--- src/verilog/css_pkg.sv ---
`default_nettype none
package css_pkg;
    localparam int NUM_CH = 2;
    localparam int CLK_PERIOD_NS = 25;
    // internal sync pulse period, kept in its own unit
    localparam real SYNC_PERIOD_US = 62.5;
    localparam int SYNC_CYCLES = int'(SYNC_PERIOD_US * 1000.0 / real'(CLK_PERIOD_NS));
    localparam logic [11:0] SYNC_LAST = 12'(SYNC_CYCLES - 1);
    localparam logic [31:0] TICK_NS = 32'(CLK_PERIOD_NS);

    typedef logic [7:0] css_idx_t;
    // parameter indices, one per channel
    localparam css_idx_t MODE_IDX [NUM_CH] = '{8'h3e, 8'h58};
    localparam css_idx_t ARM_IDX [NUM_CH] = '{8'h40, 8'h5a};
    localparam css_idx_t PRE_EDGE_IDX [NUM_CH] = '{8'h44, 8'h5e};
    localparam css_idx_t PRE_SRC_IDX [NUM_CH] = '{8'h48, 8'h62};
    localparam css_idx_t FLAG_IDX [NUM_CH] = '{8'h4a, 8'h64};
    localparam css_idx_t TIME_IDX [NUM_CH] = '{8'h4c, 8'h66};
    localparam css_idx_t TRIG_IDX [NUM_CH] = '{8'h4e, 8'h68};
    localparam css_idx_t PREFILT_IDX [NUM_CH] = '{8'h50, 8'h6a};

    // source codes and value limits
    localparam logic [7:0] SRC_RS485_FIRST = 8'h07;
    localparam logic [7:0] SRC_IDX_PRI = 8'h0a;
    localparam logic [7:0] SRC_IDX_TER = 8'h0b;
    localparam logic [7:0] SRC_MAX = 8'h0b;
    localparam logic [7:0] PREFILT_MAX = 8'h02;
    localparam logic [7:0] MODE_MAX = 8'h03;
    localparam logic [7:0] MODE_TIME = 8'h01;
    localparam logic [7:0] EDGE_RISE = 8'h01;
    localparam logic [7:0] EDGE_FALL = 8'h02;
    localparam logic [7:0] EDGE_BOTH = 8'h03;
    localparam logic [31:0] TIME_RESET = 32'h0000_0000;

    typedef struct packed {
        logic [6:0] gen;
        logic [2:0] rs485;
        logic idx_pri;
        logic idx_ter;
    } css_src_t;

    typedef struct packed {
        logic arm;
        logic [7:0] mode;
        logic [7:0] pre_src;
        logic [7:0] trig_src;
        logic [7:0] pre_edge;
        logic [7:0] prefilter;
    } css_cfg_t;

    typedef struct packed {
        logic flag;
        logic pre_pulse;
        logic [31:0] time_ns;
    } css_stat_t;

    localparam css_cfg_t CFG_RESET = '{arm: 1'b0, mode: 8'h00, pre_src: 8'h00,
        trig_src: 8'h00, pre_edge: EDGE_RISE, prefilter: 8'h00};
endpackage
`default_nettype wire

--- src/verilog/css_channel.sv ---
`timescale 1ns/100ps
`default_nettype none
module css_channel (
    input wire logic core_clk,
    input wire logic rst_n,
    input wire css_pkg::css_cfg_t cfg,
    input wire css_pkg::css_src_t src,
    input wire logic [31:0] time_now,
    output css_pkg::css_stat_t stat
);
    import css_pkg::*;

    logic trig_cur;
    logic pre_cur;
    logic trig_prev_reg;
    logic pre_prev_reg;
    logic arm_prev_reg;
    logic trig_rise;
    logic arm_rise;
    logic capture;
    logic pre_hit;
    logic flag_reg;
    logic pre_pulse_reg;
    logic [31:0] time_reg;

    // shared decode for both selectors; unlisted codes give a quiet low
    function automatic logic pick(input css_src_t s, input logic [7:0] code,
                                  input logic ter_ok);
        logic [7:0] off;
        off = code - SRC_RS485_FIRST;
        if (code < SRC_RS485_FIRST) begin
            pick = s.gen[code[2:0]];
        end else if (code < SRC_IDX_PRI) begin
            pick = s.rs485[off[1:0]];
        end else if (code == SRC_IDX_PRI) begin
            pick = s.idx_pri;
        end else if (code == SRC_IDX_TER && ter_ok) begin
            pick = s.idx_ter;
        end else begin
            pick = 1'b0;
        end
    endfunction

    // precondition has no tertiary index, trigger does
    assign pre_cur = pick(src, cfg.pre_src, 1'b0);
    assign trig_cur = pick(src, cfg.trig_src, 1'b1);
    assign trig_rise = trig_cur && !trig_prev_reg;
    assign arm_rise = cfg.arm && !arm_prev_reg;
    // a trigger in the arming cycle still counts, so the old flag is ignored then
    assign capture = cfg.arm && trig_rise && (!stat.flag || arm_rise);

    // edge code 0 is reserved and detects nothing
    always_comb begin
        case (cfg.pre_edge)
            EDGE_RISE: pre_hit = pre_cur && !pre_prev_reg;
            EDGE_FALL: pre_hit = !pre_cur && pre_prev_reg;
            EDGE_BOTH: pre_hit = pre_cur != pre_prev_reg;
            default: pre_hit = 1'b0;
        endcase
    end

    // edge history
    always_ff @(posedge core_clk) begin
        if (!rst_n) begin
            trig_prev_reg <= 1'b0;
            pre_prev_reg <= 1'b0;
            arm_prev_reg <= 1'b0;
            pre_pulse_reg <= 1'b0;
        end else begin
            trig_prev_reg <= trig_cur;
            pre_prev_reg <= pre_cur;
            arm_prev_reg <= cfg.arm;
            pre_pulse_reg <= pre_hit;
        end
    end

    // captured flag: set wins over the clear from arming
    always_ff @(posedge core_clk) begin
        if (!rst_n) begin
            flag_reg <= 1'b0;
        end else if (capture) begin
            flag_reg <= 1'b1;
        end else if (arm_rise) begin
            flag_reg <= 1'b0;
        end
    end

    // time stamp only in time capture mode; other modes keep the old value
    always_ff @(posedge core_clk) begin
        if (!rst_n) begin
            time_reg <= TIME_RESET;
        end else if (capture && cfg.mode == MODE_TIME) begin
            time_reg <= time_now;
        end
    end

    // one driver for the whole status word, each field straight from its flop
    assign stat = '{flag: flag_reg, pre_pulse: pre_pulse_reg, time_ns: time_reg};
endmodule // css_channel
`default_nettype wire

--- src/verilog/css_top.sv ---
`timescale 1ns/100ps
`default_nettype none
module css_top (
    input wire logic core_clk,
    input wire logic rst_n,
    input wire logic [6:0] gen_in,
    input wire logic [2:0] rs485_in,
    input wire logic index_primary,
    input wire logic index_tertiary,
    input wire css_pkg::css_idx_t reg_addr,
    input wire logic reg_wr_en,
    input wire logic reg_rd_en,
    input wire logic [31:0] reg_wdata,
    output logic [31:0] reg_rdata,
    output logic reg_rd_valid,
    output logic reg_err,
    output logic periodic_sync_pulse,
    output logic [1:0] capture_flag,
    output logic [1:0] precondition_edge_pulse
);
    import css_pkg::*;

    css_src_t src_meta_reg;
    css_src_t src_sync_reg;
    css_cfg_t cfg_reg [NUM_CH];
    css_stat_t stat [NUM_CH];
    logic [11:0] sync_cnt_reg;
    logic [31:0] time_ns_reg;
    logic sync_now;
    logic [31:0] rdata_next;
    logic hit_next;

    // pins cross into core_clk through two stages
    always_ff @(posedge core_clk) begin
        if (!rst_n) begin
            src_meta_reg <= '0;
            src_sync_reg <= '0;
        end else begin
            src_meta_reg <= '{gen: gen_in, rs485: rs485_in, idx_pri: index_primary,
                              idx_ter: index_tertiary};
            src_sync_reg <= src_meta_reg;
        end
    end

    // periodic sync divider and the nanosecond time base it restarts
    assign sync_now = sync_cnt_reg == SYNC_LAST;
    always_ff @(posedge core_clk) begin
        if (!rst_n) begin
            sync_cnt_reg <= 12'h000;
            time_ns_reg <= TIME_RESET;
            periodic_sync_pulse <= 1'b0;
        end else if (sync_now) begin
            sync_cnt_reg <= 12'h000;
            time_ns_reg <= TIME_RESET;
            periodic_sync_pulse <= 1'b1;
        end else begin
            sync_cnt_reg <= sync_cnt_reg + 12'h001;
            time_ns_reg <= time_ns_reg + TICK_NS;
            periodic_sync_pulse <= 1'b0;
        end
    end

    // parameter writes; out-of-range values are dropped, keeping the old setting
    always_ff @(posedge core_clk) begin
        if (!rst_n) begin
            for (int c = 0; c < NUM_CH; c++) begin
                cfg_reg[c] <= CFG_RESET;
            end
        end else if (reg_wr_en) begin
            for (int c = 0; c < NUM_CH; c++) begin
                if (reg_addr == PRE_SRC_IDX[c] && reg_wdata[7:0] <= SRC_MAX) begin
                    cfg_reg[c].pre_src <= reg_wdata[7:0];
                end
                if (reg_addr == TRIG_IDX[c] && reg_wdata[7:0] <= SRC_MAX) begin
                    cfg_reg[c].trig_src <= reg_wdata[7:0];
                end
                if (reg_addr == PREFILT_IDX[c] && reg_wdata[7:0] <= PREFILT_MAX) begin
                    cfg_reg[c].prefilter <= reg_wdata[7:0];
                end
                if (reg_addr == MODE_IDX[c] && reg_wdata[7:0] <= MODE_MAX) begin
                    cfg_reg[c].mode <= reg_wdata[7:0];
                end
                if (reg_addr == PRE_EDGE_IDX[c] && reg_wdata[7:0] <= EDGE_BOTH) begin
                    cfg_reg[c].pre_edge <= reg_wdata[7:0];
                end
                if (reg_addr == ARM_IDX[c]) begin
                    cfg_reg[c].arm <= reg_wdata[0];
                end
            end
        end
    end

    // read decode; flag and time are read-only, writes to them are ignored
    always_comb begin
        rdata_next = 32'h0000_0000;
        hit_next = 1'b0;
        for (int c = 0; c < NUM_CH; c++) begin
            if (reg_addr == PRE_SRC_IDX[c]) begin
                rdata_next = {24'h00_0000, cfg_reg[c].pre_src};
                hit_next = 1'b1;
            end else if (reg_addr == TRIG_IDX[c]) begin
                rdata_next = {24'h00_0000, cfg_reg[c].trig_src};
                hit_next = 1'b1;
            end else if (reg_addr == PREFILT_IDX[c]) begin
                rdata_next = {24'h00_0000, cfg_reg[c].prefilter};
                hit_next = 1'b1;
            end else if (reg_addr == MODE_IDX[c]) begin
                rdata_next = {24'h00_0000, cfg_reg[c].mode};
                hit_next = 1'b1;
            end else if (reg_addr == PRE_EDGE_IDX[c]) begin
                rdata_next = {24'h00_0000, cfg_reg[c].pre_edge};
                hit_next = 1'b1;
            end else if (reg_addr == ARM_IDX[c]) begin
                rdata_next = {31'h0000_0000, cfg_reg[c].arm};
                hit_next = 1'b1;
            end else if (reg_addr == FLAG_IDX[c]) begin
                rdata_next = {31'h0000_0000, stat[c].flag};
                hit_next = 1'b1;
            end else if (reg_addr == TIME_IDX[c]) begin
                rdata_next = stat[c].time_ns;
                hit_next = 1'b1;
            end
        end
    end

    // registered read answer, one cycle after the strobe
    always_ff @(posedge core_clk) begin
        if (!rst_n) begin
            reg_rdata <= 32'h0000_0000;
            reg_rd_valid <= 1'b0;
            reg_err <= 1'b0;
        end else begin
            reg_rd_valid <= reg_rd_en;
            reg_err <= (reg_rd_en || reg_wr_en) && !hit_next;
            reg_rdata <= reg_rd_en ? rdata_next : 32'h0000_0000;
        end
    end

    // channels share only the synced inputs and the time base
    for (genvar g = 0; g < NUM_CH; g++) begin : g_ch
        css_channel u_ch (
            .core_clk(core_clk),
            .rst_n(rst_n),
            .cfg(cfg_reg[g]),
            .src(src_sync_reg),
            .time_now(time_ns_reg),
            .stat(stat[g])
        );
        assign capture_flag[g] = stat[g].flag;
        assign precondition_edge_pulse[g] = stat[g].pre_pulse;
    end
endmodule // css_top
`default_nettype wire

--- config.mk ---
export PLATFORM = sky130hd
export DESIGN_NAME = css_top
export DESIGN_NICKNAME = d
export VERILOG_FILES = /design/src/verilog/css_pkg.sv /design/src/verilog/css_channel.sv /design/src/verilog/css_top.sv
export SDC_FILE = /design/constraint.sdc
export NUM_CORES = 1
export LEC_CHECK = 0
export BUFFER_PORTS_ARGS = -buffer_cell sky130_fd_sc_hd__buf_4
export CAP_MARGIN = 15
export CELL_PAD_IN_SITES_DETAIL_PLACEMENT = 1
export CELL_PAD_IN_SITES_GLOBAL_PLACEMENT = 2
export CORE_MARGIN = 1.5
export CORE_UTILIZATION = 30
export CTS_BUF_LIST = sky130_fd_sc_hd__clkbuf_2 sky130_fd_sc_hd__clkbuf_4 sky130_fd_sc_hd__clkbuf_8
export DETAILED_ROUTE_END_ITERATION = 12
export GPL_TIMING_DRIVEN = 0
export PLACE_DENSITY = 0.7
export RECOVER_POWER = 25
export SLEW_MARGIN = 0
export SYNTH_ARGS = -nofsm -noshare
export SYNTH_HDL_FRONTEND = slang
export SYNTH_SLANG_ARGS = --single-unit
--- constraint.sdc ---
create_clock -name core_clk -period 8 [get_ports core_clk]
set_input_delay 0.8 -clock core_clk [delete_from_list [all_inputs] [get_ports core_clk]]
set_output_delay 0.8 -clock core_clk [all_outputs]
set_load 0.05 [all_outputs]
## After elaboration in Yosys (flattened, before gate mapping)

Memories as Yosys holds them, arrays and structs flattened.
Index checks and enable logic that the tools add are counted.

- Register bits: 177
- RAM bits: 82
- Input bits: 56
- Memories: 1

- Add/subtract/negate cells: 6
- Order comparisons: 19
- Equality and inequality tests: 33
- Mux-type cells: 130
- Bitwise gates (word level): 14
- Reductions and logical operators: 44

Memories:

| memory | depth | width | read ports | clocked after memory_dff | write ports | RTL line | RTL |
|---|---|---|---|---|---|---|---|
| cfg_reg | 2 | 41 | 2 | 0 | 2 | css_top.sv:25 | `css_cfg_t cfg_reg [NUM_CH];` |

Operator list:

| cell | number |
|---|---|
| $mux W32 | 9 |
| $mux W8 | 17 |
| $eq A8 B7 Y1 const B | 15 |
| $mux W1 | 94 |
| $eq A8 B4 Y1 const B | 6 |
| $add A32 B5 Y32 const B | 1 |
| $eq A8 B1 Y1 const B | 4 |
| $eq A8 B2 Y1 const B | 4 |
| $lt A8 B3 Y1 const B | 4 |
| $lt A8 B4 Y1 const B | 4 |
| $logic_and A1 B1 Y1 | 25 |
| $le A8 B2 Y1 const B | 2 |
| $lt A3 B4 Y1 const B | 4 |
| $add A12 B1 Y12 const B | 1 |
| $bmux W1 S3 | 4 |
| $eq A12 B12 Y1 const B | 1 |
| $lt A2 B3 Y1 const B | 4 |
| $or A1 B1 Y1 | 12 |
| $logic_not A1 Y1 | 11 |
| $reduce_or A9 Y1 | 1 |
| $bmux W1 S2 | 4 |
| $eq A8 B6 Y1 const B | 1 |
| $le A8 B4 Y1 const B | 1 |
| $sub A2 B2 Y2 const B | 4 |
| 7 further kinds | 13 |

## Depth between registers and ports, before layout

Gate-level depths: netlist of run 1.

- Depth after elaboration: 19
- Depth in mapped cells: 11

## Hierarchy

A second synthesis of run 1 with hierarchy kept.

- Cell total of the unflattened synthesis: 1192
- Area total of the unflattened synthesis: 11474.8 µm²

Modules (own cells, without submodules):

| module | instances | cells an instance | area an instance (µm²) |
|---|---|---|---|
| css_top | 1 | 752 | 7811.2 |
| css_channel | 2 | 220 | 1831.8 |

## Worst setup path after synthesis of run 1

OpenSTA, ideal clock, no wires.

- Path kind: input to register
- Start point: input port reg_addr[1]
- End point: memory cfg_reg[1][32] in the netlist's numbering, enable pin
- Arrival time: 2383 ps
- Data required time: 7616 ps
- Slack: 5233 ps
- Cell stages on the path: 5
- Path through: buf_2 nor4b_4 buf_2 nand2_1 o21ai_0

RTL lines:

| what | RTL line | RTL |
|---|---|---|
| start, declared | css_top.sv:10 | `input wire css_pkg::css_idx_t reg_addr,` |
| end, declared | css_top.sv:25 |  |

## Worst setup path after layout of run 1

- Start point: input port reg_addr[5]
- End point: register reg_rdata[22]

- Cells in the longest elaborated chain, start to end: 10

Ends and longest elaborated chain:

| what | RTL line | RTL |
|---|---|---|
| $eq A8 B7 Y1 | css_top.sv:119 | `end else if (reg_addr == TIME_IDX[c]) begin` |
| $mux W32 | css_top.sv:119 |  |
| $mux W32 | css_top.sv:116 | `end else if (reg_addr == FLAG_IDX[c]) begin` |
| $mux W32 | css_top.sv:113 | `end else if (reg_addr == ARM_IDX[c]) begin` |
| $mux W32 | css_top.sv:110 | `end else if (reg_addr == PRE_EDGE_IDX[c]) begin` |
| $mux W32 | css_top.sv:107 | `end else if (reg_addr == MODE_IDX[c]) begin` |
| $mux W32 | css_top.sv:104 | `end else if (reg_addr == PREFILT_IDX[c]) begin` |
| $mux W32 | css_top.sv:101 | `end else if (reg_addr == TRIG_IDX[c]) begin` |
| $mux W32 | css_top.sv:98 | `if (reg_addr == PRE_SRC_IDX[c]) begin` |
| $mux W32 | css_top.sv:119 |  |
| end signal, assigned | css_top.sv:135 | `reg_rdata <= reg_rd_en ? rdata_next : 32'h0000_0000;` |
| end, declared | css_top.sv:14 | `output logic [31:0] reg_rdata,` |

Parallel ways exist; a longest one is shown, timed or not.
A chain may end at the register's enable or synchronous reset.

==> results of run 1 <==
==> worst max path at each step <==
stage	endpoint	slack (ps)	cells past startpoint
after floorplan	cfg_reg[1][32]	5230	5
after global placement	cfg_reg[1][35]	4340	6
final	reg_rdata[22]	4170	7
after global routing	reg_rdata[26]	3770	7
after detailed placement	cfg_reg[1][35]	4330	6
after CTS	g_ch[1].u_ch.pre_pulse_reg	4890	11
==> cell usage in the layout, fill, tap and decap left out, types with 7 or more instances in the layout <==
cell,Yosys,layout
dfxtp_1,177,177
nand2_1,142,142
nor2_1,96,96
edfxtp_1,82,82
mux2i_1,77,77
clkbuf_1,26,67
clkbuf_8,0,64
buf_4,8,39
nand3_1,34,34
a22oi_1,33,33
o21ai_0,28,28
xnor2_1,25,25
inv_1,24,24
and2_1,35,24
conb_1,1,22
buf_2,19,21
a21oi_1,18,18
nor3_1,17,17
xor2_1,14,14
ha_1,14,14
nor4_1,13,13
clkbuf_4,0,13
and3_1,12,12
and2_0,0,11
o22ai_1,8,8
o21a_1,8,8
nand3b_1,7,7
mux2_2,7,7
and4_1,7,7
nand4_1,7,7
==> area by class of cell <==
type                    instances  area (um2)
clock buffers                  77         978
fillers                      4134       23400
repair buffers                 76         412
multi-input cells             746        4860
inverters                      25        93.8
clock inverters                 9        51.3
well taps                     468         586
flip-flops and latches        259        6010
plain buffers                  58         290
==> cell families after synthesis <==
logic type      synth area share, %
simple gates                   18.8
compound gates                 11.1
xor+xnor                       3.05
mux                            8.39
fa+ha+maj                      1.56
flops                          53.6
other cells                  0.0335
buf+inv                        3.46
==> critical path, stage by stage <==
cell      delay (ps)
clkbuf_1         170
nor4b_1         1670
nand2_1          270
nor2_1           750
buf_2            400
a22oi_1          110
nor2_1           160
==> per-layer routing <==
metal / up-vias / global-route usage [%] / share of wire [%]
met5: - / 0 / 0
met4: 0 / 4.47 / 1.7
met3: 44 / 3.54 / 4.9
met2: 211 / 29.4 / 45
met1: 4275 / 25.5 / 48
li1: 4127 / - / -
==> where the power goes <==
part,internal (mW),total [mW],switching (mW)
clock network,0.774,1.35,0.577
logic,0.0507,0.145,0.0944
registers,1.39,1.43,0.0328
total,2.22,2.92,0.705
==> stage by stage <==
step / area [um2] / cells / hold WS (ps) / setup slack, ps
CTS: 13400 / 1712 / 359 / 4890
global placement: 12400 / 1622 / 412 / 4340
global route: 13300 / 1718 / 369 / 3770
finish: 13300 / 1718 / 416 / 4170
floorplan: 11300 / 1088 / 412 / 5230
detailed placement: 12400 / 1626 / 420 / 4330
==> flow_metrics.env, run 1 <==
export IMPL_async_reset_ff_share_pct=0
export IMPL_final_period_utilization_pct=47.9
export IMPL_coreArea_um2=36700
export IMPL_startpoint_type="primary input"
export IMPL_synthesis_area_um2=11200
export IMPL_timing_rr_start="cfg_reg[1][24]"
export IMPL_ant_nets=0
export IMPL_setup_viol=0
export IMPL_cp_max_fo=10
export IMPL_fin_util_pct=36.2
export IMPL_rsz0062_at_grt="no"
export IMPL_rr_endpoint="g_ch[1].u_ch.pre_pulse_reg"
export IMPL_yosysWarnings=0
export IMPL_grt_max_degree=13
export IMPL_vias=8657
export IMPL_ios=95
export IMPL_cts_htree_levels=2
export IMPL_fin_nets=1283
export IMPL_arrival_ps=4350
export IMPL_routabilityCongestion=0.874
export IMPL_die_y_um=196
export IMPL_numCtsBuffers=47
export IMPL_synth_top_cell_area_share_pct=31.6
export IMPL_areaGrowthSynthToFinish_pct=18.5
export IMPL_io_buffers=66
export IMPL_critPathRequiredTime_ps=8520
export IMPL_yosysMostFrequentCell="dfxtp_1"
export IMPL_ys_seq_area_share_pct=53.6
export IMPL_num_rows=70
export IMPL_ir_drop_v=0.000110
export IMPL_cp_startpoint="reg_addr[5]"
export IMPL_critPathKind="primary input to flop"
export IMPL_status="finished, violations left"
export IMPL_synth_common_cells="dfxtp_1 (177), nand2_1 (142), nor2_1 (96)"
export IMPL_first_pass_iters=5
export IMPL_ys_seq_elements=259
export IMPL_synth_area_leaders="dfxtp_1 (32%), edfxtp_1 (22%), mux2i_1 (6.9%)"
export IMPL_grt_pass1_wl_um=54200
export IMPL_clkSinkCount=259
export IMPL_layout_min_cycle_time_ps=3830
export IMPL_clk_path_buf_depth=3
export IMPL_antenna_cells=0
export IMPL_overflow=0
export IMPL_min_delay_start="gen_in[6]"
export IMPL_cts_root_buf="clkbuf_8"
export IMPL_post_drt_via_cell_ratio=5.04
export IMPL_start_util_pct=30.5
export IMPL_p_total_mw=2.92
export IMPL_grt_pass1_vias=9094
export IMPL_synth_avg_cell_area_um2=10.5
export IMPL_synthFlopType="dfxtp_1"
export IMPL_die_w_um=196
export IMPL_dpl_hpwl_um=25200
export IMPL_wl_um=34500
export IMPL_synth_edff_count=82
export IMPL_grt_total_usage_pct=18.4
export IMPL_final_max_slew_viol_count=11
export IMPL_hold_class="primary input to flop"
export IMPL_finalHoldViolCount=0
export IMPL_r2r_slack_ps=4900
export IMPL_reg2regPathDepth=11
export IMPL_power_leakage_nw=5.12
export IMPL_whs_path_depth=2
export IMPL_largest_reg_flops=82
export IMPL_worstSkewPairLatency_ps=610
export IMPL_yosysTopAreaCell="dfxtp_1"
export IMPL_violations="capacitance limit, slew limit"
export IMPL_die_area_um2=38500
export IMPL_holdBufCountCts=0
export IMPL_cts_reportedPaths_clkPinSlew_ps=60
export IMPL_synth_distinct_cells=78
export IMPL_drt_iter0_markers=555
export IMPL_pwr_density_cell_nw_per_um2=220
export IMPL_timing_setup_tns_ps=0
export IMPL_wl_per_cell_um=20.1
export IMPL_drive_gt1_share_pct=14.6
export IMPL_cts_tree="yes"
export IMPL_end_kind="flop"
export IMPL_max_slew_margin_rel_pct=-38.8
export IMPL_synthesis_instances=1067
export IMPL_drv_cap=1
export IMPL_post_cts_setup_buffers=0
export IMPL_drc=0
export IMPL_whs_endpoint="src_meta_reg[11]"
export IMPL_max_freq_mhz=261
export IMPL_clock_skew_ps=19.8
export IMPL_antenna_found_initial=1
export IMPL_cts_repair_resize_count=0
export IMPL_tightest_slew_ps=2050
No activity file was read; power rests on OpenSTA's default activity.
==> run 2, diff against run 1 <==
==> constraint.sdc (replaced) <==
create_clock -name core_clk -period 3.7 [get_ports core_clk]
set_input_delay 0.37 -clock core_clk [delete_from_list [all_inputs] [get_ports core_clk]]
set_output_delay 0.37 -clock core_clk [all_outputs]
set_load 0.05 [all_outputs]
==> flow_metrics.env, run 2 (same netlist as run 1, synthesis figures left out) <==
export IMPL_final_cell_mix="dfxtp_1 (177), nand2_1 (142), nor2_1 (96)"
export IMPL_layout_min_cycle_time_ps=3320
export IMPL_antenna_cells=0
export IMPL_swShare_pct=24.0
export IMPL_num_rows=70
export IMPL_drc=0
export IMPL_fillers=4132
export IMPL_ios=95
export IMPL_status="complete, no violations"
export IMPL_clkSinkCount=259
export IMPL_final_max_slew_viol_count=0
export IMPL_overflow=0
export IMPL_arrival_ps=3620
export IMPL_drv_cap=0
export IMPL_vias=8690
export IMPL_clock_skew_ps=16.8
export IMPL_cts_repair_resize_count=0
export IMPL_dpl_hpwl_um=25200
export IMPL_grt_pass1_vias=9148
export IMPL_start_util_pct=30.5
export IMPL_numCtsBuffers=47
export IMPL_power_switching_mw=1.52
export IMPL_power_leakage_nw=5.17
export IMPL_final_period_utilization_pct=89.6
export IMPL_critPathKind="primary input to flop"
export IMPL_cp_max_fo=10
export IMPL_drive_gt1_share_pct=14.3
export IMPL_place_area_um2=12400
export IMPL_cts_htree_levels=2
export IMPL_timing_setup_tns_ps=0
export IMPL_grt_pass1_wl_um=54400
export IMPL_io_buffers=66
export IMPL_final_common_cell="dfxtp_1"
export IMPL_post_drt_via_cell_ratio=5.02
export IMPL_seqPwrFrac_pct=48.8
export IMPL_max_freq_mhz=301
export IMPL_areaGrowthSynthToFinish_pct=19.7
export IMPL_ir_drop_v=0.000239
export IMPL_coreArea_um2=36700
export IMPL_critPathRequiredTime_ps=4000
export IMPL_drt_iter0_markers=523
export IMPL_hold_class="primary input to flop"
export IMPL_ant_nets=0
export IMPL_design_area_um2=13400
export IMPL_p_total_mw=6.32
export IMPL_tightest_slew_ps=1440
export IMPL_rsz0062_at_grt="no"
export IMPL_end_kind="flop"
export IMPL_worstSkewPairLatency_ps=600
export IMPL_p_int_mw=4.81
export IMPL_die_w_um=196
export IMPL_fin_nets=1295
export IMPL_wl_um=34500
export IMPL_first_pass_iters=5
export IMPL_pwr_density_cell_nw_per_um2=472
export IMPL_cts_root_buf="clkbuf_8"
export IMPL_layout_cells_non_filler=1730
export IMPL_placed_cells=1626
export IMPL_startpoint_type="primary input"
export IMPL_p_comb_share_pct=5.1
export IMPL_routabilityCongestion=0.874
export IMPL_grt_max_degree=13
export IMPL_finalHoldViolCount=0
export IMPL_pwr_share_clk_pct=46.1
export IMPL_clk_path_buf_depth=3
export IMPL_die_y_um=196
export IMPL_max_slew_margin_rel_pct=2.80
export IMPL_die_area_um2=38500
export IMPL_largest_reg_flops=82
export IMPL_cts_tree="yes"
export IMPL_antenna_found_initial=1
export IMPL_setup_viol=0
export IMPL_wl_per_cell_um=20.0
export IMPL_grt_total_usage_pct=18.4
export IMPL_cts_reportedPaths_clkPinSlew_ps=60
run 2: cell count changes in the layout (fill, tap and decap cells not counted), sizes merged:
| cell | before | now |
|---|---|---|
| clkbuf | 147 | 148 |
| buf | 64 | 63 |
| dlygate4sd3 | 0 | 12 |
run 2: critical path, cell delays in order:
cell and delay [ps]:
buf_4 110, buf_2 180, nor4b_1 1160, clkbuf_1 550, nand2_1 400, o21ai_0 530
buf_2 310
run 2: final cells by class:
class	instances	area, um2	share of cell area [%]
timing repair buffer	88	527	3.93
clock buffer	77	978	7.30
inverter	25	93.8	0.700
clock inverter	9	51.3	0.383
sequential	259	6010	44.8
multi-input combinational	746	4870	36.4
tap	468	586	4.37
buffer	58	290	2.17
run 2: path summary, 6_finish.rpt:
check / cells after the start / slack [ps] / start / end
max: 7 / 380 / reg_addr[2] / cfg_reg[1][37]
min: 2 / 90 / reg_wdata[2] / cfg_reg[1][18]
max reg2reg: 11 / 590 / cfg_reg[1][24] / g_ch[1].u_ch.pre_pulse_reg
min reg2reg: 1 / 430 / src_meta_reg[5] / src_sync_reg[5]
run 2: power groups by stage:
stage                     Combinational, mW  Sequential (mW)  Clock [mW]
after floorplan                       0.187             3.12           0
after global placement                0.311             3.14           0
after global routing                  0.358             3.09        3.14
after CTS                             0.327             3.08        3.01
final                                 0.325             3.08        2.91
after detailed placement              0.316             3.14           0
run 2: timing repair:
| action | in CTS | in global routing |
|---|---|---|
| setup buffers | 0 | 0 |
| hold buffers | 12 | 0 |
| hold endpoints to repair | 12 | 0 |
run 2: per-layer routing:
layer | vias up | share of wire, % | track usage [%] | wire [um]
met2 | 200 | 46 | 29.5 | 15800
met4 | 0 | 1.6 | 4.47 | 545
li1 | 4157 | - | - | -
met3 | 40 | 4.8 | 3.44 | 1670
met1 | 4293 | 48 | 25.6 | 16600
met5 | - | 0 | 0 | 0
run 2: stage by stage:
| stage | worst slack [ps] | hold slack, ps | util (%) |
|---|---|---|---|
| global placement | 470 | 412 | 33.7 |
| CTS | 590 | 37.1 | 36.9 |
| detailed placement | 461 | 420 | 33.8 |
| global route | 345 | 70.6 | 36.5 |
| finish | 383 | 93.3 | 36.5 |
| floorplan | 1090 | 412 | - |
